File: src/design/msd_params.svh
`ifndef MSD_PARAMS_SVH
`define MSD_PARAMS_SVH

// Address space
`define MSD_PRG_AW 16
`define MSD_XADDR_W 24
`define MSD_DIR_AW 8
`define MSD_SPECIAL_AW 7
`define MSD_DATA_W 8
`define MSD_SPACE_TOP 17'h10000
`define MSD_SPECIAL_BASE 8'h80
`define MSD_EXT_BASE_SHIFT 9

// Size codes used while the sizes are fixed at build time
`define MSD_ROM_CODE_DEF 3'h6
`define MSD_RAM_CODE_DEF 3'h3

// Wishbone register offsets
`define MSD_OFS_WAIT 8'h00
`define MSD_OFS_PTR_EXT 8'h04
`define MSD_OFS_STATUS 8'h08

// Field positions and reset values
`define MSD_WS_PRG_LSB 0
`define MSD_WS_XD_LSB 4
`define MSD_WS_W 3
`define MSD_WS_RST 3'h0
`define MSD_PTR_EXT_RST 8'h00

`endif

File: src/design/msd_pkg.sv
package msd_pkg;

    typedef enum logic [1:0] {
        MSD_REG_ROM = 2'h0,
        MSD_REG_RAM = 2'h1,
        MSD_REG_EXT = 2'h2
    } msd_region_t;

    typedef enum logic [2:0] {
        MSD_ST_IDLE = 3'b001,
        MSD_ST_WAIT = 3'b010,
        MSD_ST_DONE = 3'b100
    } msd_state_t;

endpackage

File: src/design/msd_wait_cnt.sv
`timescale 1ns/1ps
`default_nettype none
`include "msd_params.svh"

module msd_wait_cnt #(
    parameter int W = 4
) (
    input wire logic clk_i,
    input wire logic rst_i,
    input wire logic load_i,
    input wire logic [W-1:0] len_i,
    output logic expired_o
);
    logic [W-1:0] cnt_reg;
    logic [W-1:0] cnt_next;

    assign cnt_next = load_i ? len_i : (cnt_reg != '0) ? cnt_reg - 1'b1 : cnt_reg;
    assign expired_o = (cnt_reg == '0);

    always_ff @(posedge clk_i)
    begin
        if (rst_i)
            cnt_reg <= '0;
        else
            cnt_reg <= cnt_next;
    end
endmodule

`default_nettype wire

File: src/design/msd_region.sv
`timescale 1ns/1ps
`default_nettype none
`include "msd_params.svh"

module msd_region
    import msd_pkg::*;
(
    input wire logic [`MSD_PRG_AW-1:0] addr_i,
    input wire logic [2:0] rom_code_i,
    input wire logic [2:0] ram_code_i,
    output msd_region_t region_o
);
    logic [16:0] rom_extent;
    logic [16:0] ram_extent;
    logic [16:0] ram_start;
    logic [16:0] addr_wide;

    // Code 0 is no memory, codes 1..7 are 1 kB .. 64 kB
    assign rom_extent = (rom_code_i == 3'h0) ? 17'h00000 :
                        (17'h00001 << (`MSD_EXT_BASE_SHIFT + rom_code_i));
    assign ram_extent = (ram_code_i == 3'h0) ? 17'h00000 :
                        (17'h00001 << (`MSD_EXT_BASE_SHIFT + ram_code_i));
    assign ram_start = `MSD_SPACE_TOP - ram_extent;
    assign addr_wide = {1'b0, addr_i};

    assign region_o = (addr_wide < rom_extent) ? MSD_REG_ROM :
                      (addr_wide >= ram_start) ? MSD_REG_RAM :
                      MSD_REG_EXT;
endmodule

`default_nettype wire

File: src/design/msd_decoder.sv
// Behaviour
// Program addresses below the ROM extent go to internal program ROM.
// Program addresses in the top region up to FFFFh go to internal RAM.
// Program addresses between ROM and RAM regions go to external memory.
// Program addresses are 16 bits wide, a 64 kB space.
// Direct addresses below 80h reach the 256-byte synchronous data RAM.
// External data address takes its upper byte from the pointer extension.
// User special registers sit at 80h..FFh where no core register lives.
// While memory is not ready, the core is held stalled.
// Software sets program fetch wait states.
// Software sets external data wait states separately.
// Program memory writes use their own strobes.
// Internal program memory may be synchronous or asynchronous.
// ROM and RAM sizes are fixed at build time or taken from pins.
// Address and data buses are separate, never multiplexed.
// External memory signals completion on the ready input.
// External memories see a 24-bit address.
// User special registers use a 7-bit address with read and write enables.
// Surrounding logic supplies 3-bit ROM and RAM size codes.
// Overlapping regions resolve in favour of internal ROM.
`timescale 1ns/1ps
`default_nettype none
`include "msd_params.svh"

module msd_decoder
    import msd_pkg::*;
#(
    parameter bit PRG_SYNC = 1'b1,
    parameter bit FIXED_SIZE = 1'b0
) (
    input wire logic clk_i,
    input wire logic rst_i,
    // Wishbone slave
    input wire logic wb_cyc_i,
    input wire logic wb_stb_i,
    input wire logic wb_we_i,
    input wire logic [7:0] wb_adr_i,
    input wire logic [3:0] wb_sel_i,
    input wire logic [31:0] wb_dat_i,
    output logic [31:0] wb_dat_o,
    output logic wb_ack_o,
    // Core program channel
    input wire logic prg_req_i,
    input wire logic prg_we_i,
    input wire logic [`MSD_PRG_AW-1:0] prg_addr_i,
    input wire logic [`MSD_DATA_W-1:0] prg_wdata_i,
    // Core external data channel
    input wire logic xd_req_i,
    input wire logic xd_we_i,
    input wire logic [15:0] xd_addr_i,
    input wire logic [`MSD_DATA_W-1:0] xd_wdata_i,
    output logic acc_ack_o,
    output logic [`MSD_DATA_W-1:0] acc_rdata_o,
    output logic stall_o,
    // Core direct space channel
    input wire logic dir_re_i,
    input wire logic dir_we_i,
    input wire logic [`MSD_DIR_AW-1:0] dir_addr_i,
    input wire logic [`MSD_DATA_W-1:0] dir_wdata_i,
    input wire logic core_reg_hit_i,
    // Size codes
    input wire logic [2:0] rom_size_code_i,
    input wire logic [2:0] ram_size_code_i,
    // Memory side
    input wire logic [`MSD_DATA_W-1:0] prgromdata_i,
    input wire logic [`MSD_DATA_W-1:0] prgramdata_i,
    input wire logic [`MSD_DATA_W-1:0] xdatai_i,
    input wire logic ready_i,
    output logic [`MSD_PRG_AW-1:0] prgaddr_o,
    output logic [`MSD_DATA_W-1:0] prgdatao_o,
    output logic prgromrd_o,
    output logic prgramrd_o,
    output logic prgramwr_o,
    output logic [`MSD_XADDR_W-1:0] xaddr_o,
    output logic [`MSD_DATA_W-1:0] xdatao_o,
    output logic xprgrd_o,
    output logic xprgwr_o,
    output logic xramrd_o,
    output logic xramwr_o,
    output logic [`MSD_DIR_AW-1:0] ramaddr_o,
    output logic [`MSD_DATA_W-1:0] ramdatao_o,
    output logic ramoe_o,
    output logic ramwe_o,
    output logic [`MSD_SPECIAL_AW-1:0] sfraddr_o,
    output logic [`MSD_DATA_W-1:0] sfrdatao_o,
    output logic sfroe_o,
    output logic sfrwe_o
);

    // ****************************************
    // Register file
    // ****************************************
    logic [`MSD_WS_W-1:0] ws_prg_reg;
    logic [`MSD_WS_W-1:0] ws_xd_reg;
    logic [7:0] data_pointer_extension_reg;
    logic wb_ack_reg;
    logic [31:0] wb_dat_reg;
    logic [31:0] rd_mux;
    logic wb_hit;
    logic wb_wr;
    logic sel_wait;
    logic sel_ptr_ext;
    logic sel_status;

    assign wb_hit = wb_cyc_i & wb_stb_i & ~wb_ack_reg;
    assign wb_wr = wb_hit & wb_we_i & wb_sel_i[0];
    assign sel_wait = (wb_adr_i == `MSD_OFS_WAIT);
    assign sel_ptr_ext = (wb_adr_i == `MSD_OFS_PTR_EXT);
    assign sel_status = (wb_adr_i == `MSD_OFS_STATUS);

    always_ff @(posedge clk_i)
    begin
        if (rst_i)
        begin
            ws_prg_reg <= `MSD_WS_RST;
            ws_xd_reg <= `MSD_WS_RST;
            data_pointer_extension_reg <= `MSD_PTR_EXT_RST;
        end
        else if (wb_wr)
        begin
            if (sel_wait)
            begin
                ws_prg_reg <= wb_dat_i[`MSD_WS_PRG_LSB +: `MSD_WS_W];
                ws_xd_reg <= wb_dat_i[`MSD_WS_XD_LSB +: `MSD_WS_W];
            end
            if (sel_ptr_ext)
                data_pointer_extension_reg <= wb_dat_i[7:0];
        end
    end

    // ****************************************
    // Access sequencer declarations
    // ****************************************
    msd_state_t state_reg;
    msd_state_t state_next;
    msd_region_t region_now;
    msd_region_t region_reg;
    logic is_xd_reg;
    logic is_we_reg;
    logic [2:0] rom_code;
    logic [2:0] ram_code;
    logic start_prg;
    logic start_xd;
    logic start;
    logic internal_now;
    logic [3:0] wait_len;
    logic wait_expired;
    logic finish;
    logic [`MSD_DATA_W-1:0] rdata_sel;

    assign rd_mux = sel_wait ? {25'h0, ws_xd_reg, 1'b0, ws_prg_reg} :
                    sel_ptr_ext ? {24'h0, data_pointer_extension_reg} :
                    sel_status ? {25'h0, ram_code, rom_code, state_reg != MSD_ST_IDLE} :
                    32'h0;

    always_ff @(posedge clk_i)
    begin
        if (rst_i)
        begin
            wb_ack_reg <= 1'b0;
            wb_dat_reg <= 32'h0;
        end
        else
        begin
            wb_ack_reg <= wb_hit;
            wb_dat_reg <= wb_hit ? rd_mux : wb_dat_reg;
        end
    end

    assign wb_ack_o = wb_ack_reg;
    assign wb_dat_o = wb_dat_reg;

    // ****************************************
    // Program region decode
    // ****************************************
    assign rom_code = FIXED_SIZE ? `MSD_ROM_CODE_DEF : rom_size_code_i;
    assign ram_code = FIXED_SIZE ? `MSD_RAM_CODE_DEF : ram_size_code_i;

    msd_region u_region (
        .addr_i(prg_addr_i),
        .rom_code_i(rom_code),
        .ram_code_i(ram_code),
        .region_o(region_now)
    );

    // ****************************************
    // Access sequencer
    // ****************************************
    assign start_prg = (state_reg == MSD_ST_IDLE) & prg_req_i;
    assign start_xd = (state_reg == MSD_ST_IDLE) & ~prg_req_i & xd_req_i;
    assign start = start_prg | start_xd;
    assign internal_now = start_prg & (region_now != MSD_REG_EXT);

    // Synchronous memory needs one more cycle for its registered output
    assign wait_len = start_prg ?
                      ({1'b0, ws_prg_reg} + {3'h0, PRG_SYNC & internal_now}) :
                      {1'b0, ws_xd_reg};

    msd_wait_cnt #(
        .W(4)
    ) u_wait (
        .clk_i(clk_i),
        .rst_i(rst_i),
        .load_i(start),
        .len_i(wait_len),
        .expired_o(wait_expired)
    );

    // Internal program memory ignores ready
    assign finish = (state_reg == MSD_ST_WAIT) & wait_expired &
                    (ready_i | (~is_xd_reg & region_reg != MSD_REG_EXT));

    assign rdata_sel = is_xd_reg ? xdatai_i :
                       (region_reg == MSD_REG_ROM) ? prgromdata_i :
                       (region_reg == MSD_REG_RAM) ? prgramdata_i :
                       xdatai_i;

    always_comb
    begin
        state_next = state_reg;
        unique case (state_reg)
            MSD_ST_IDLE:
            begin
                if (start)
                    state_next = MSD_ST_WAIT;
            end
            MSD_ST_WAIT:
            begin
                if (finish)
                    state_next = MSD_ST_DONE;
            end
            MSD_ST_DONE:
            begin
                state_next = MSD_ST_IDLE;
            end
            default:
            begin
                state_next = MSD_ST_IDLE;
            end
        endcase
    end

    always_ff @(posedge clk_i)
    begin
        if (rst_i)
        begin
            state_reg <= MSD_ST_IDLE;
            region_reg <= MSD_REG_ROM;
            is_xd_reg <= 1'b0;
            is_we_reg <= 1'b0;
        end
        else
        begin
            state_reg <= state_next;
            if (start)
            begin
                region_reg <= start_xd ? MSD_REG_EXT : region_now;
                is_xd_reg <= start_xd;
                is_we_reg <= start_prg ? prg_we_i : xd_we_i;
            end
        end
    end

    // ****************************************
    // Memory strobes and addresses
    // ****************************************
    logic prg_int_rom;
    logic prg_int_ram;
    logic prg_ext;

    assign prg_int_rom = start_prg & (region_now == MSD_REG_ROM);
    assign prg_int_ram = start_prg & (region_now == MSD_REG_RAM);
    assign prg_ext = start_prg & (region_now == MSD_REG_EXT);

    always_ff @(posedge clk_i)
    begin
        if (rst_i)
        begin
            prgaddr_o <= 16'h0000;
            prgdatao_o <= 8'h00;
            xaddr_o <= 24'h000000;
            xdatao_o <= 8'h00;
            prgromrd_o <= 1'b0;
            prgramrd_o <= 1'b0;
            prgramwr_o <= 1'b0;
            xprgrd_o <= 1'b0;
            xprgwr_o <= 1'b0;
            xramrd_o <= 1'b0;
            xramwr_o <= 1'b0;
        end
        else if (start)
        begin
            prgaddr_o <= prg_addr_i;
            prgdatao_o <= prg_wdata_i;
            xaddr_o <= start_xd ? {data_pointer_extension_reg, xd_addr_i}
                                : {8'h00, prg_addr_i};
            xdatao_o <= start_xd ? xd_wdata_i : prg_wdata_i;
            prgromrd_o <= prg_int_rom & ~prg_we_i;
            prgramrd_o <= prg_int_ram & ~prg_we_i;
            prgramwr_o <= prg_int_ram & prg_we_i;
            xprgrd_o <= prg_ext & ~prg_we_i;
            xprgwr_o <= prg_ext & prg_we_i;
            xramrd_o <= start_xd & ~xd_we_i;
            xramwr_o <= start_xd & xd_we_i;
        end
        else if (finish)
        begin
            prgromrd_o <= 1'b0;
            prgramrd_o <= 1'b0;
            prgramwr_o <= 1'b0;
            xprgrd_o <= 1'b0;
            xprgwr_o <= 1'b0;
            xramrd_o <= 1'b0;
            xramwr_o <= 1'b0;
        end
    end

    // ****************************************
    // Core handshake
    // ****************************************
    always_ff @(posedge clk_i)
    begin
        if (rst_i)
        begin
            acc_ack_o <= 1'b0;
            acc_rdata_o <= 8'h00;
            stall_o <= 1'b0;
        end
        else
        begin
            acc_ack_o <= finish;
            acc_rdata_o <= (finish & ~is_we_reg) ? rdata_sel : acc_rdata_o;
            stall_o <= start | ((state_reg == MSD_ST_WAIT) & ~finish);
        end
    end

    // ****************************************
    // Direct space: data RAM and special registers
    // ****************************************
    logic dir_low;
    logic user_reg;

    assign dir_low = (dir_addr_i < `MSD_SPECIAL_BASE);
    assign user_reg = ~dir_low & ~core_reg_hit_i;

    always_ff @(posedge clk_i)
    begin
        if (rst_i)
        begin
            ramaddr_o <= 8'h00;
            ramdatao_o <= 8'h00;
            ramoe_o <= 1'b0;
            ramwe_o <= 1'b0;
            sfraddr_o <= 7'h00;
            sfrdatao_o <= 8'h00;
            sfroe_o <= 1'b0;
            sfrwe_o <= 1'b0;
        end
        else
        begin
            ramaddr_o <= dir_addr_i;
            ramdatao_o <= dir_wdata_i;
            ramoe_o <= dir_re_i & dir_low;
            ramwe_o <= dir_we_i & dir_low;
            sfraddr_o <= dir_addr_i[`MSD_SPECIAL_AW-1:0];
            sfrdatao_o <= dir_wdata_i;
            sfroe_o <= dir_re_i & user_reg;
            sfrwe_o <= dir_we_i & user_reg;
        end
    end

endmodule

`default_nettype wire

File: config.mk
export PLATFORM = sky130hd
export DESIGN_NAME = msd_decoder
export DESIGN_NICKNAME = d
export VERILOG_FILES = /design/src/design/msd_pkg.sv /design/src/design/msd_wait_cnt.sv /design/src/design/msd_region.sv /design/src/design/msd_decoder.sv
export VERILOG_INCLUDE_DIRS = /design/src /design/src/design
export SDC_FILE = /design/constraint.sdc
export NUM_CORES = 1
export LEC_CHECK = 0
export ABC_AREA = 1
export BUFFER_PORTS_ARGS = -buffer_cell sky130_fd_sc_hd__buf_2
export CORE_MARGIN = 2
export CORE_UTILIZATION = 41
export DETAILED_ROUTE_END_ITERATION = 6
export MAX_ROUTING_LAYER = met4
export PLACE_DENSITY = 0.71
export REMOVE_ABC_BUFFERS = 1
export SKIP_LAST_GASP = 1
export SLEW_MARGIN = 10
export SYNTH_ARGS = -nofsm -noshare
export SYNTH_HDL_FRONTEND = slang
export SYNTH_SLANG_ARGS = --single-unit
File: constraint.sdc
create_clock -name clk_i -period 11.7 [get_ports clk_i]
set_clock_uncertainty 0.15 [all_clocks]
set_input_delay 0 -clock clk_i [delete_from_list [all_inputs] [get_ports clk_i]]
set_output_delay 0 -clock clk_i [all_outputs]
set_load 0.01 [all_outputs]
# --- Word level (Yosys, flattened, before mapping) ---
# Cells that the tools add are included.
totals:
  inputBits: 151
  elab_cells: 133
  ff_bits: 158
classes:
  n_reduce_logical: 12
  addsub: 5
  bitwise: 40
  n_eq_ne: 12
  mux: 28
  order_cmp: 3
  n_shift: 2
ops:
  columns: ["op", "n"]
  rows:
  - ["$shl A1 B32 Y17 const A", 2]
  - ["$mux W8", 6]
  - ["$mux W17", 2]
  - ["$and A1 B1 Y1", 28]
  - ["$mux W24", 1]
  - ["$ge A16 B17 Y1", 1]
  - ["$lt A16 B17 Y1", 1]
  - ["$sub A17 B17 Y17 const A", 1]
  - ["$mux W4", 3]
  - ["$add A4 B3 Y5 const A", 2]
  - ["$mux W1", 9]
  - ["$not A1 Y1", 9]
  - ["$eq A8 B3 Y1 const B", 1]
  - ["$eq A8 B4 Y1 const B", 1]
  - ["$logic_not A8 Y1", 1]
  - ["$lt A8 B8 Y1 const B", 1]
  - ["$ne A2 B2 Y1 const B", 4]
  - ["$mux W7", 1]
  - ["$logic_not A3 Y1", 2]
  - ["$mux W2", 3]
  - ["$mux W3", 2]
  - ["$pmux W3 S2", 1]
  - ["$reduce_and A2 Y1", 3]
  - ["$add A3 B1 Y4", 1]
  - ["other kinds (11)", 16]

# --- Logic depth before layout (Yosys ltp) ---
# Gate-level depths: netlist of run 1.
depth:
  ltp_word: 12
  depth_mapped: 33
  depth_no_buf: 33

# --- Cells and area by module ---
# From an unflattened synthesis of run 1, not the netlist that was laid out.
unflattened:
  cells_unflattened: 1014
  hier_area_um2: 6790.3
by_module_without_submodules:
  columns: ["mod", "cells_each", "area_per_inst_um2", "instances"]
  rows:
  - ["msd_decoder", 778, 5406.4, 1]
  - ["msd_region", 196, 1136.1, 1]
  - ["msd_wait_cnt", 40, 247.7, 1]

# --- Worst setup path after synthesis of run 1 ---
# Ideal clock, no wire load.
synth_path:
  path_kind: "input -> register"
  from: "in ram_size_code_i[1]"
  to: "reg u_wait.cnt_reg[2]"
  slack_ns: 7.971
  arrival_time_ns: 3.448
  path_buffers: 0
  cell_stages: 29
  t_required_ns: 11.419
  cell_sequence: "nand2_1 inv_1 ha_1 nor2_2 inv_1 nor2_1 inv_1 ha_1 inv_1 nor2_4 nand3_1 xor2_1 ha_1 a21oi_1 nor2_1 a211oi_1 nand2_1 nand2_1 nand2_1 nand2_1 nand2_1 nand2_2 a21oi_1 ha_1 ha_1 xnor2_1 nand2_1 a22oi_1 nor3_1"
synth_via:
  elab_chain_len: 12
synth_rtl:
  columns: ["element", "line_no", "text"]
  rows:
  - ["start: declaration", "msd_decoder.sv:63", "input wire logic [2:0] ram_size_code_i,"]
  - ["$add A4 B3 Y5 (no source line)", null, null]
  - ["$shl A1 B32 Y17", "msd_region.sv:22", "(17'h00001 << (`MSD_EXT_BASE_SHIFT + ram_code_i));"]
  - ["$mux W17 *", "msd_region.sv:21", "assign ram_extent = (ram_code_i == 3'h0) ? 17'h00000 :"]
  - ["$sub A17 B17 Y17 (no source line) *", null, null]
  - ["$ge A16 B17 Y1 *", "msd_region.sv:27", "(addr_wide >= ram_start) ? MSD_REG_RAM :"]
  - ["$mux W2 *", "msd_region.sv:27", null]
  - ["$mux W2 *", "msd_region.sv:26", "assign region_o = (addr_wide < rom_extent) ? MSD_REG_ROM :"]
  - ["$ne A2 B2 Y1 *", "msd_decoder.sv:192", "assign internal_now = start_prg & (region_now != MSD_REG_EXT);"]
  - ["$and A1 B1 Y1 *", "msd_decoder.sv:192", null]
  - ["$add A3 B1 Y4 *", "msd_decoder.sv:196", "({1'b0, ws_prg_reg} + {3'h0, PRG_SYNC & internal_now}) :"]
  - ["$mux W4 *", "msd_decoder.sv:195", "assign wait_len = start_prg ?"]
  - ["$mux W4 *", "msd_wait_cnt.sv:17", "assign cnt_next = load_i ? len_i : (cnt_reg != '0) ? cnt_reg - 1'b1 : cnt_reg;"]
  - ["end signal: assignment", "msd_wait_cnt.sv:25", "cnt_reg <= cnt_next;"]
  - ["end: declaration", "msd_wait_cnt.sv:14", "logic [W-1:0] cnt_reg;"]
# Mark *: on every way between the ends. The rest lies on a longest branch, timed or not.
# A chain may end at the register's enable or synchronous reset.

# --- Worst setup path after layout of run 1 ---
# Same ends and word-level chain as after synthesis.

==> metrics list, run 1 <==
- In the final layout, the multi-input gates occupy 3341 um2.
* Number of warnings reported in the yosys synthesis log: 0
* Worst hold slack: 0.04457 ns
* Clock tree root buffer cell: clkbuf_16
- In the final layout, the registers with the most flip-flops are xaddr_o (24), prgaddr_o (16).
* Share of async-settable or async-resettable flops after synthesis: 0%
- Maximum number of pins on one net before global-route repair: 71
* Delay contributed by the slowest stage of the critical path: 0.53 ns
- No sink is reached through more buffers than the 2 on the longest clock path.
- The number of antenna violations at the first check in global routing was 0.
- Die footprint: 17220 um2
- Number of endpoints failing setup at the final stage: 0
- Clock sink count: 127
- Type of the worst setup path: input port to register
- Antenna diode count: 0
- Post-synthesis instance area: 6638 um2
- Data arrival, critical path: 4.74 ns
- TritonCTS created 17 clock buffers.
- Routed wirelength normalized by instance count: 13.66 um
- Remaining Overflow, GRT: 0
- The floorplan step set the die height to 131.2 um.
* Worst-case setup margin in the final layout: 7.088 ns
- Time the final worst path needs with I/O delays and setup: 4.612 ns
- The via count of the first global-routing pass is 6791.
* Number of top-level pins: 292
- Counting flops per register, the top entry is xaddr_o.
- Hold Vio Cnt, Final: 0
* Setup TNS: 0 ns
- The post-route netlist has 25.32% of its cells at a drive strength greater than 1.
- Input/output buffers: 240
- The max-slew violation total from the final report is 0.
- The most used flip-flop cell after synthesis is dfxtp_1.
- Slew at the pin closest to its max-slew limit: 1.044 ns
- Across the VDD grid, the largest voltage drop is 105.9 uV.
* Synth unique cells: 41
* Placement-stage worst setup slack: 7.204 ns
* CTS Hold Bufs: 125
- Buffers added to address setup during post-CTS repair amount to 0.
- The worst setup path is captured at a register.
* TritonCTS clock tree: done
* Die width: 131.2 um
- Max-Slew Margin vs Limit: 30.31%
- Clock latency on the worst-skew pair: 0.42 ns
* Total global-route track usage: 24.17%
* Row Count: 46
- The core region is 15830 um2.
- Number of nets in the layout: 1437
* Result of the run: complete, no violations
- Min-delay worst type: input port to register
- Once detail routing completed, the nets flagged for antenna violations numbered 0.
- Of the synthesized area, sequential elements account for 38.30%.
- Each instance of the synthesized netlist takes up on average 7.334 um2.
- Number of flip-flops under the largest register name: 24
* Via count: 7052
- Number of enable-type register cells in the synthesized netlist: 0
- The clock tree synthesis step divided the H-tree into 4 levels.
* Starting utilization of the core area: 41.94%
* Largest driver fanout on the critical path: 5
- Count of TritonRoute iterations in the first routing pass: 5
- Post-CTS repair changed the size of 0 cells.
* FF+latch count, synth: 127
* Remaining routing DRC violations: 0
* Synth area leaders: dfxtp_1 (38%), nand2_1 (8.9%), ha_1 (7.4%)
* Unrepaired setup endpoints after global routing: false
- After detailed routing, the number of vias per cell comes to 4.778.
* Global-route wire length before repair: 33040 um
- Summed over all layers, the routed wires come to 20170 um.
* Sum of net half-perimeters after detailed placement: 12960 um
- On the critical path, the stage with the largest delay is an instance of dlygate4sd3_1.
- Routability-driven placement finished with a final weighted congestion of 0.8148.
- In this run the static leakage power is 4.846 nW.
- For this design the ratio of total power to cell area is 147.6 nW/um2.
- Across the whole layout, storage elements account for 2542 um2.
- The worst path uses 39.42% of the clock period.
- Number of violations reported at the end of detailed-routing iteration 0: 372
- Data on the critical path is required at its endpoint by 11.83 ns.
- Maximum operating frequency: 0.2168 GHz
- Share of the synthesized area in the top cell type: 38.30%
- Cell accounting for the most synthesized area: dfxtp_1
- The filler cells instantiated in the layout total 1433.
- The area growth from synthesis to layout is 44.98%.
- Worst-path clk slew: 0.07 ns
- Most common cell on crit path: nand2_1
* Maxcap violations: 0
- Instance count of the mapped netlist: 905
- The worst setup path is launched from an input port.
## per-stage QoR
step	power, W	cell area, um2	cells	util, %
floorplan	0.0007286	6289	859	-
CTS	0.001431	9623	1476	60.80
detailed placement	0.0008607	7790	1319	49.22
global placement	0.0008527	7790	1319	49.22
global route	0.001506	9623	1476	60.80
finish	0.001420	9623	1476	60.80
## critical path: cells and delay by family
family | cells | cell delay, ns
AOI/OAI and AO/OA | 4 | 0.58
xor gates and xnor gates | 2 | 0.35
adders and majority gates | 5 | 1.23
buffers and inverters | 6 | 1.03
and+or+nand+nor | 14 | 1.55
## cells in the final DEF, fill, tap and decap left out, types with 2 or more instances in the layout
cell	count
clkbuf_16	17
dfxtp_1	127
a211oi_1	4
nor2_4	2
o211ai_1	31
ha_1	39
o2111ai_1	7
nand3_1	72
inv_6	8
inv_2	14
nand2_1	157
nand4_1	7
nand2_2	4
a21oi_1	60
xor2_1	3
xnor2_1	4
nor3_1	11
buf_4	4
nor3_2	3
clkinv_4	3
inv_1	93
a22oi_1	9
nand3_2	4
nor2_1	114
buf_2	240
dlygate4sd3_1	125
or2_2	2
conb_1	32
o21ai_0	40
nor2_2	8
## metal layers
metal	track usage [%]	share of wire (%)	wire, um	up-vias
met4	8.394	1.7	346	0
met1	28.50	44	8774	3221
li1	-	-	-	3587
met3	4.205	4.7	950	30
met2	41.67	50	10090	214
met5	-	0	0	-
## cell usage after synthesis (2+ instances only)
master and number:
nand3_2 4, or2_2 2, o211ai_1 31, nor3_1 11, o2111ai_1 7, a22oi_1 9, xor2_1 3, nand2_2 4
clkinv_1 2, buf_2 12, a21oi_1 60, ha_1 39, dfxtp_1 127, buf_1 3, nand4_1 7, clkbuf_1 20
nand3_1 72, buf_4 39, nand2_1 157, nor3_2 3, inv_2 13, xnor2_1 4, a211oi_1 4, o21ai_0 40
buf_6 2, conb_1 2, nor2_2 8, nor2_4 2, inv_1 93, nor2_1 114
## power breakdown
group          total (W)  switching, W  internal, W
Combinational   0.000390      0.000229     0.000160
Sequential      0.000506     0.0000242     0.000482
Clock           0.000524      0.000219     0.000305
Total            0.00142      0.000472     0.000948
## cell families after synthesis
| kind of cell | synth area share (%) |
|---|---|
| XOR/XNOR | 1.169 |
| adder cells (fa/ha/maj) | 7.352 |
| flip-flops | 38.30 |
| AND/OR/NAND/NOR | 25.98 |
| AO/OA/AOI/OAI | 14.02 |
| buffers and inverters | 13.06 |
| other | 0.1131 |
## path summary, 6_finish.rpt
| kind | from | endpoint | slack, ns | cells after the start |
|---|---|---|---|---|
| worst min-delay path | wb_adr_i[0] | wb_dat_o[4]$_SDFFE_PP0P_ | 0.04 | 7 |
| worst max-delay path | ram_size_code_i[1] | u_wait.cnt_reg[2]$_SDFFE_PP0P_ | 7.09 | 31 |
| worst min register to register | xaddr_o[16]$_SDFFE_PP0P_ | xaddr_o[16]$_SDFFE_PP0P_ | 0.31 | 2 |
| worst max register to register | state_reg[1]$_SDFFE_PP0P_ | xaddr_o[11]$_SDFFE_PP0P_ | 8.03 | 12 |
## layout make-up
class                   instances  share of cell area (%)
flip-flops and latches        127                   26.42
repair buffers                369                   25.80
inverters                     108                   4.213
multi-input cells             624                   34.72
clock buffers                  18                   4.564
clock inverters                14                   1.482
well taps                     216                   2.808
(Power assumes the default switching activity.)
==> inputs of run 2 (changes only) <==
Clock period 11.7 ns to 4.7 ns, I/O delays scaled along.
==> metrics list, run 2 (synthesized netlist as in run 1, its figures left out) <==
- The flow ran to the end, and the final reports show no timing, DRC or antenna violations.
* Antenna diode count: 0
- Remaining routing DRC violations: 0
- Summed over all nets, the half-perimeter wirelength after detailed placement is 12750 um.
* Register with the most flip-flops: xaddr_o
* Die outline height: 131.2 um
* Number of buffers between clock root and the deepest sink: 2
- Switching part of the total power: 31.25%
- Commonest non-fill, non-tap cell in the layout: buf_2
- Setup violations remaining at the end of the flow were counted as 0.
- The first global-routing pass estimated 32400 um of wire.
* Power density over the cells: 377.0 nW/um2
* Die footprint: 17220 um2
* Setup TNS: 0 ns
- Derived from the worst setup path, the maximum achievable clock frequency is 0.2341 GHz.
* Starting utilization of the core area: 41.94%
* Fraction of power consumed by the clock network: 38.6%
* Largest regs: xaddr_o (24), prgaddr_o (16)
* Endpoint type of the worst setup path: register
- Time the final worst path needs with I/O delays and setup: 4.272 ns
* Largest driver fanout on the critical path: 5
* Total count of max-transition violations in the final report: 0
- Area of the placeable core: 15830 um2
* Total wire length after detailed routing: 20340 um
- After clock tree synthesis, the clock-pin slew on the worst setup and hold paths is 0.06 ns.
- Internal power comes to 0.002508 W.
- Sequential cells account for 34.5% of the total power.
- Max-Slew Margin vs Limit: 28.46%
- Num CTS Buffers: 17
- Maxcap violations: 0
* Input/output buffers: 240
- Number of top-level pins: 292
- For this run, the detailed router's first-pass iteration total came to 7.
- Worst IR Drop VDD: 317.5 uV
- Routed wirelength normalized by instance count: 13.80 um
- Via count of the first global-routing pass: 6729
* Data required time at the worst endpoint: 4.82 ns
- The detailed router finished its first iteration with 356 violations.
- Worst setup SP type: input port
- Cell Area, Placed: 7810 um2
* TritonCTS clock tree: done
* Clock sink count: 127
* Switching power of the nets: 0.001140 W
- The die is 131.2 um wide.
- The H-tree was split into 4 levels.
- Final GP Congestion: 0.8251
- Global routing finished with a remaining overflow of 0.
- The critical path is of the input port to register type.
- Unrepaired setup endpoints after global routing: false
- Global routing consumed, over all layers together, 23.71% of the routing resources.
- Number of antenna violations at the first check in global routing: 0
* Post-route fraction of the period consumed by the critical path: 90.90%
- Entering global routing, the biggest net connects 71 pins.
- Portion of total power attributed to combinational logic: 26.8%
* Row Count: 46
- The filler cells instantiated in the layout total 1406.
* Clock latency on the worst-skew pair: 0.42 ns
- Using the TritonRoute via totals, the vias-per-cell ratio works out to 4.787.
- The cell sitting at the root of the clock tree is a clkbuf_16.
- For this run, the post-layout net count is 1435.
- Summing all non-filler instances in the final layout gives an area of 9676 um2.
* Layout cell share with drive strength beyond 1: 25.52%
- Number of flip-flops under the largest register name: 24
- Hold Vio Cnt, Final: 0
* Post-synthesis to final-layout area growth: 45.77%
* Leak pwr: 4.845 nW
- STA puts the critical path data arrival time at 4.39 ns.
* Slew at the pin closest to its max-slew limit: 1.073 ns
- Via count: 7056
- The top cell types in the final layout, fill and taps aside, are buf_2 (240), nand2_1 (157), dfxtp_1 (127), dlygate4sd3_1 (122), nor2_1 (113).
- Min-delay worst type: input port to register
- Post-route antenna net violation count: 0
[run 2: what timing repair did]
action / 4_1_cts / 5_1_grt
setup endpoints to repair: 0 / 4
gates resized for setup: 0 / 5
hold buffers: 122 / 0
setup buffers: 0 / 0
hold endpoints to repair: 113 / 0
[run 2: final cells by class]
cell class	instances	area (um2)	area share [%]
clock buffer	20	446.7	4.617
clock inverter	12	182.7	1.888
inverter	108	405.4	4.190
multi-input combinational	624	3356	34.68
sequential	127	2542	26.28
tap	216	270.3	2.793
timing repair buffer	367	2472	25.55
[run 2: path summary, 6_finish.rpt]
path	end	slack (ns)	startpoint	cells past startpoint
worst min-delay path	wb_dat_o[7]$_SDFFE_PP0P_	0.06	wb_adr_i[4]	7
worst max-delay path	u_wait.cnt_reg[2]$_SDFFE_PP0P_	0.43	ram_size_code_i[1]	28
worst min register to register	xaddr_o[18]$_SDFFE_PP0P_	0.31	xaddr_o[18]$_SDFFE_PP0P_	2
worst max register to register	xaddr_o[0]$_SDFFE_PP0P_	1.94	state_reg[1]$_SDFFE_PP0P_	10
[run 2: metal layers]
metal / wire [um] / GRT usage [%] / up-vias / part of all wire (%)
li1: - / - / 3566 / -
met4: 401 / 7.911 / 0 / 2.0
met1: 8821 / 27.99 / 3224 / 43
met5: 0 / - / - / 0
met3: 1128 / 5.131 / 41 / 5.5
met2: 9990 / 40.23 / 225 / 49
[run 2: stage by stage]
stage	instances	util [%]	worst slack [ns]	power [W]	hold slack (ns)
detailed placement	1320	49.34	0.3937	0.002144	0.05070
floorplan	859	-	0.9777	0.001814	-0.08093
CTS	1474	61.04	0.2112	0.003667	0.03377
global placement	1320	49.34	0.5024	0.002130	0.04891
global route	1474	61.13	0.008948	0.003855	0.08227
finish	1474	61.13	0.4276	0.003648	0.06342
[run 2: power by group through the flow]
stage / Sequential [W] / Clock, W / Combinational (W)
CTS: 0.00126 / 0.00144 / 0.000969
detailed placement: 0.00128 / 0 / 0.000864
finish: 0.00126 / 0.00141 / 0.000978
global route: 0.00127 / 0.00150 / 0.00109
floorplan: 0.00133 / 0 / 0.000481
global placement: 0.00128 / 0 / 0.000853
[run 2: critical path, cell delays in order]
cell	delay, ns
dlygate4sd3_1	0.52
buf_2	0.15
nand2_1	0.14
inv_1	0.08
ha_2	0.40
nor2_4	0.07
inv_1	0.09
nor2_4	0.06
inv_1	0.05
ha_1	0.17
inv_2	0.07
nor4_2	0.36
nand3_1	0.14
xnor2_1	0.16
ha_1	0.31
a21o_1	0.19
a41oi_1	0.16
nand2_1	0.08
nand2_1	0.07
nand2_1	0.11
nand2_2	0.11
a21oi_1	0.07
ha_1	0.21
ha_1	0.19
xnor2_1	0.13
nand2_1	0.06
a22oi_1	0.17
nor3_1	0.06
==> inputs of run 3 (changes only) <==
Clock period 4.7 ns to 5.2 ns, I/O delays scaled along.
==> metrics list, run 3 (synthesized netlist as in run 1, its figures left out) <==
- For this design, the slowest cell found on the critical path is dlygate4sd3_1.
- Global routing used 23.59% of the available tracks across all layers.
* Maximum number of pins on one net before global-route repair: 71
- Max-Slew Margin vs Limit: 28.89%
* Die footprint: 17220 um2
- Combinational logic is responsible for 28.0% of the overall power.
* Worst-case setup margin in the final layout: 0.6648 ns
- The number of hold violations in the final report is 0.
- Fraction of power consumed by the clock network: 35.5%
- Adding up every negative setup slack in the final design gives 0 ns.
- Post-route antenna net violation count: 0
- The most critical setup path has its endpoint at u_wait.cnt_reg[2]$_SDFFE_PP0P_.
- Count of cells along the worst register-to-register path: 11
- At the end of the flow the core is filled with cells to 60.76%.
- During placement, the flow inserted port buffers numbering 240.
- Worst Setup SP: ram_size_code_i[0]
- Result of the run: complete, no violations
- The number of clock buffers added by TritonCTS is 17.
- Commonest non-fill, non-tap cell in the layout: buf_2
- Detailed placement finished with a half-perimeter wire length of 12800 um.
* Clock sink count: 127
- Slew at the pin closest to its max-slew limit: 1.065 ns
* Finished layout cell area: 9617 um2
- After detailed routing, the average wire length per cell comes to 13.31 um.
- Number of top-level pins: 292
* Vias per Instance: 4.745
* Number of flip-flops under the largest register name: 24
* Power density over the cells: 324.6 nW/um2
- Placement-stage worst setup slack: 0.8097 ns
* Via count: 7013
* Clock tree root buffer cell: clkbuf_16
- Wires add up to 19680 um.
* Layout cell share with drive strength beyond 1: 25.12%
- Maximum operating frequency: 0.2205 GHz
- The analysis attributes to net switching a power of 0.001020 W.
- Placed instance count: 1320
* Global-route wire length before repair: 32370 um
- The worst-case IR drop observed on VDD is 210.8 uV.
- After the first detailed-routing iteration, the DRC count stood at 319.
- Type of the worst setup path: input port to register
- The clock passes through at most 2 buffers.
* Die outline height: 131.2 um
- Filler cell count: 1445
- Largest regs: xaddr_o (24), prgaddr_o (16)
- Most common cell on crit path: nand2_1
- Number of endpoints failing setup at the final stage: 0
- The number of antenna diodes in the final layout is 0.
- In this run the critical register-to-register path is captured at xaddr_o[9]$_SDFFE_PP0P_.
* Cell Area, Placed: 7797 um2
* Via count of the first global-routing pass: 6839
- Min-delay worst type: input port to register
- Endpoint type of the worst setup path: register
- Once layout is complete, the cells apart from fillers number 1478.
- After clock tree synthesis, the flow added hold-fix buffers numbering 127.
- After clock tree synthesis, the clock-pin slew on the worst setup and hold paths is 0.06 ns.
- The worst register-to-register path begins at state_reg[0]$_SDFFE_PP1P_.
- The H-tree was split into 4 levels.
- The max-slew violation total from the final report came to 0.
- In the layout the commonest cells are buf_2 (240), nand2_1 (157), dfxtp_1 (127), dlygate4sd3_1 (127), nor2_1 (114).
* Data arrival, critical path: 4.66 ns
* Design internal power: 0.002101 W
* Starting utilization of the core area: 41.94%
- Final GP Congestion: 0.8422
- Time the final worst path needs with I/O delays and setup: 4.535 ns
- Register with the most flip-flops: xaddr_o
- Maxcap violations: 0
* Row Count: 46
- Post-route fraction of the period consumed by the critical path: 87.22%
- For this run, the slowest stage of the critical path takes 0.53 ns.
- Number of nets in the layout: 1440
- Leak pwr: 4.829 nW
* Remaining routing DRC violations: 0
- The share of total power dissipated in sequential elements is 36.5%.
- Die width: 131.2 um
- The number of antenna violations at the first check in global routing came to 0.
- Clock latency on the worst-skew pair, taken at its later pin, is 0.42 ns.
* Largest driver fanout on the critical path: 5
- Worst setup SP type: input port
- Relative to the synthesized area, the layout overhead comes to 44.88%.
- Summed over all layers, the global routing overflow is 0.
- Data required time at the worst endpoint: 5.33 ns
* Area of the placeable core: 15830 um2
- Unrepaired setup endpoints after global routing: false
- Count of TritonRoute iterations in the first routing pass: 5
* R2r setup slk: 2.17 ns
* Count of buffers added by post-CTS timing repair for setup: 0
* TritonCTS clock tree: done
- Switching part of the total power: 32.69%
- Gates resized during post-CTS repair numbered 0.
==> run 3: per-stage QoR <==
| stage | hold slack [ns] | power (W) |
|---|---|---|
| 2_1_floorplan | -0.08093 | 0.001639 |
| 3_3_place_gp | 0.04905 | 0.001919 |
| 3_5_place_dp | 0.05785 | 0.001936 |
| 4_1_cts | 0.02987 | 0.003146 |
| 5_1_grt | 0.08407 | 0.003317 |
| 6_report | 0.06044 | 0.003122 |
==> run 3: critical path, delay by kind of cell <==
kind	cells	cell delay [ns]
simple gates	14	1.53
compound gates	4	0.58
xor+xnor	2	0.31
fa+ha+maj	5	1.21
buf+inv	6	1.03
==> run 3: per-layer routing <==
metal  up-vias  track usage [%]  share of wire [%]
met3        31            5.324                4.5
met5         -                -                  0
li1       3589                -                  -
met4         0            8.333                1.8
met2       213            40.20                 49
met1      3180            27.36                 45
==> run 3: worst min-delay path by stage <==
stage,start,endpoint,slack [ns],depth (start not counted)
after floorplan,rst_i,data_pointer_extension_reg[0]$_SDFFE_PP0P_,-0.08,1
after global placement,dir_wdata_i[5],sfrdatao_o[5]$_SDFF_PP0_,0.05,3
after detailed placement,dir_addr_i[6],ramaddr_o[6]$_SDFF_PP0_,0.06,3
after CTS,wb_adr_i[6],data_pointer_extension_reg[2]$_SDFFE_PP0P_,0.03,7
after global routing,rst_i,ramaddr_o[6]$_SDFF_PP0_,0.08,3
final,wb_adr_i[6],data_pointer_extension_reg[2]$_SDFFE_PP0P_,0.06,7
==> run 3: cell type report <==
type	instances	area, um2	share of cell area [%]
well taps	216	270.3	2.810
inverters	108	405.4	4.215
repair buffers	372	2510	26.10
clock inverters	12	115.1	1.197
multi-input cells	624	3341	34.74
flip-flops and latches	127	2542	26.44
clock buffers	19	432.9	4.502
==> run 3: power by group through the flow <==
stage / sequential [W] / combinational, W / clock, W
after floorplan: 0.00120 / 0.000434 / 0
after global placement: 0.00115 / 0.000764 / 0
after detailed placement: 0.00116 / 0.000777 / 0
after CTS: 0.00114 / 0.000871 / 0.00114
after global routing: 0.00115 / 0.000982 / 0.00118
final: 0.00114 / 0.000873 / 0.00111
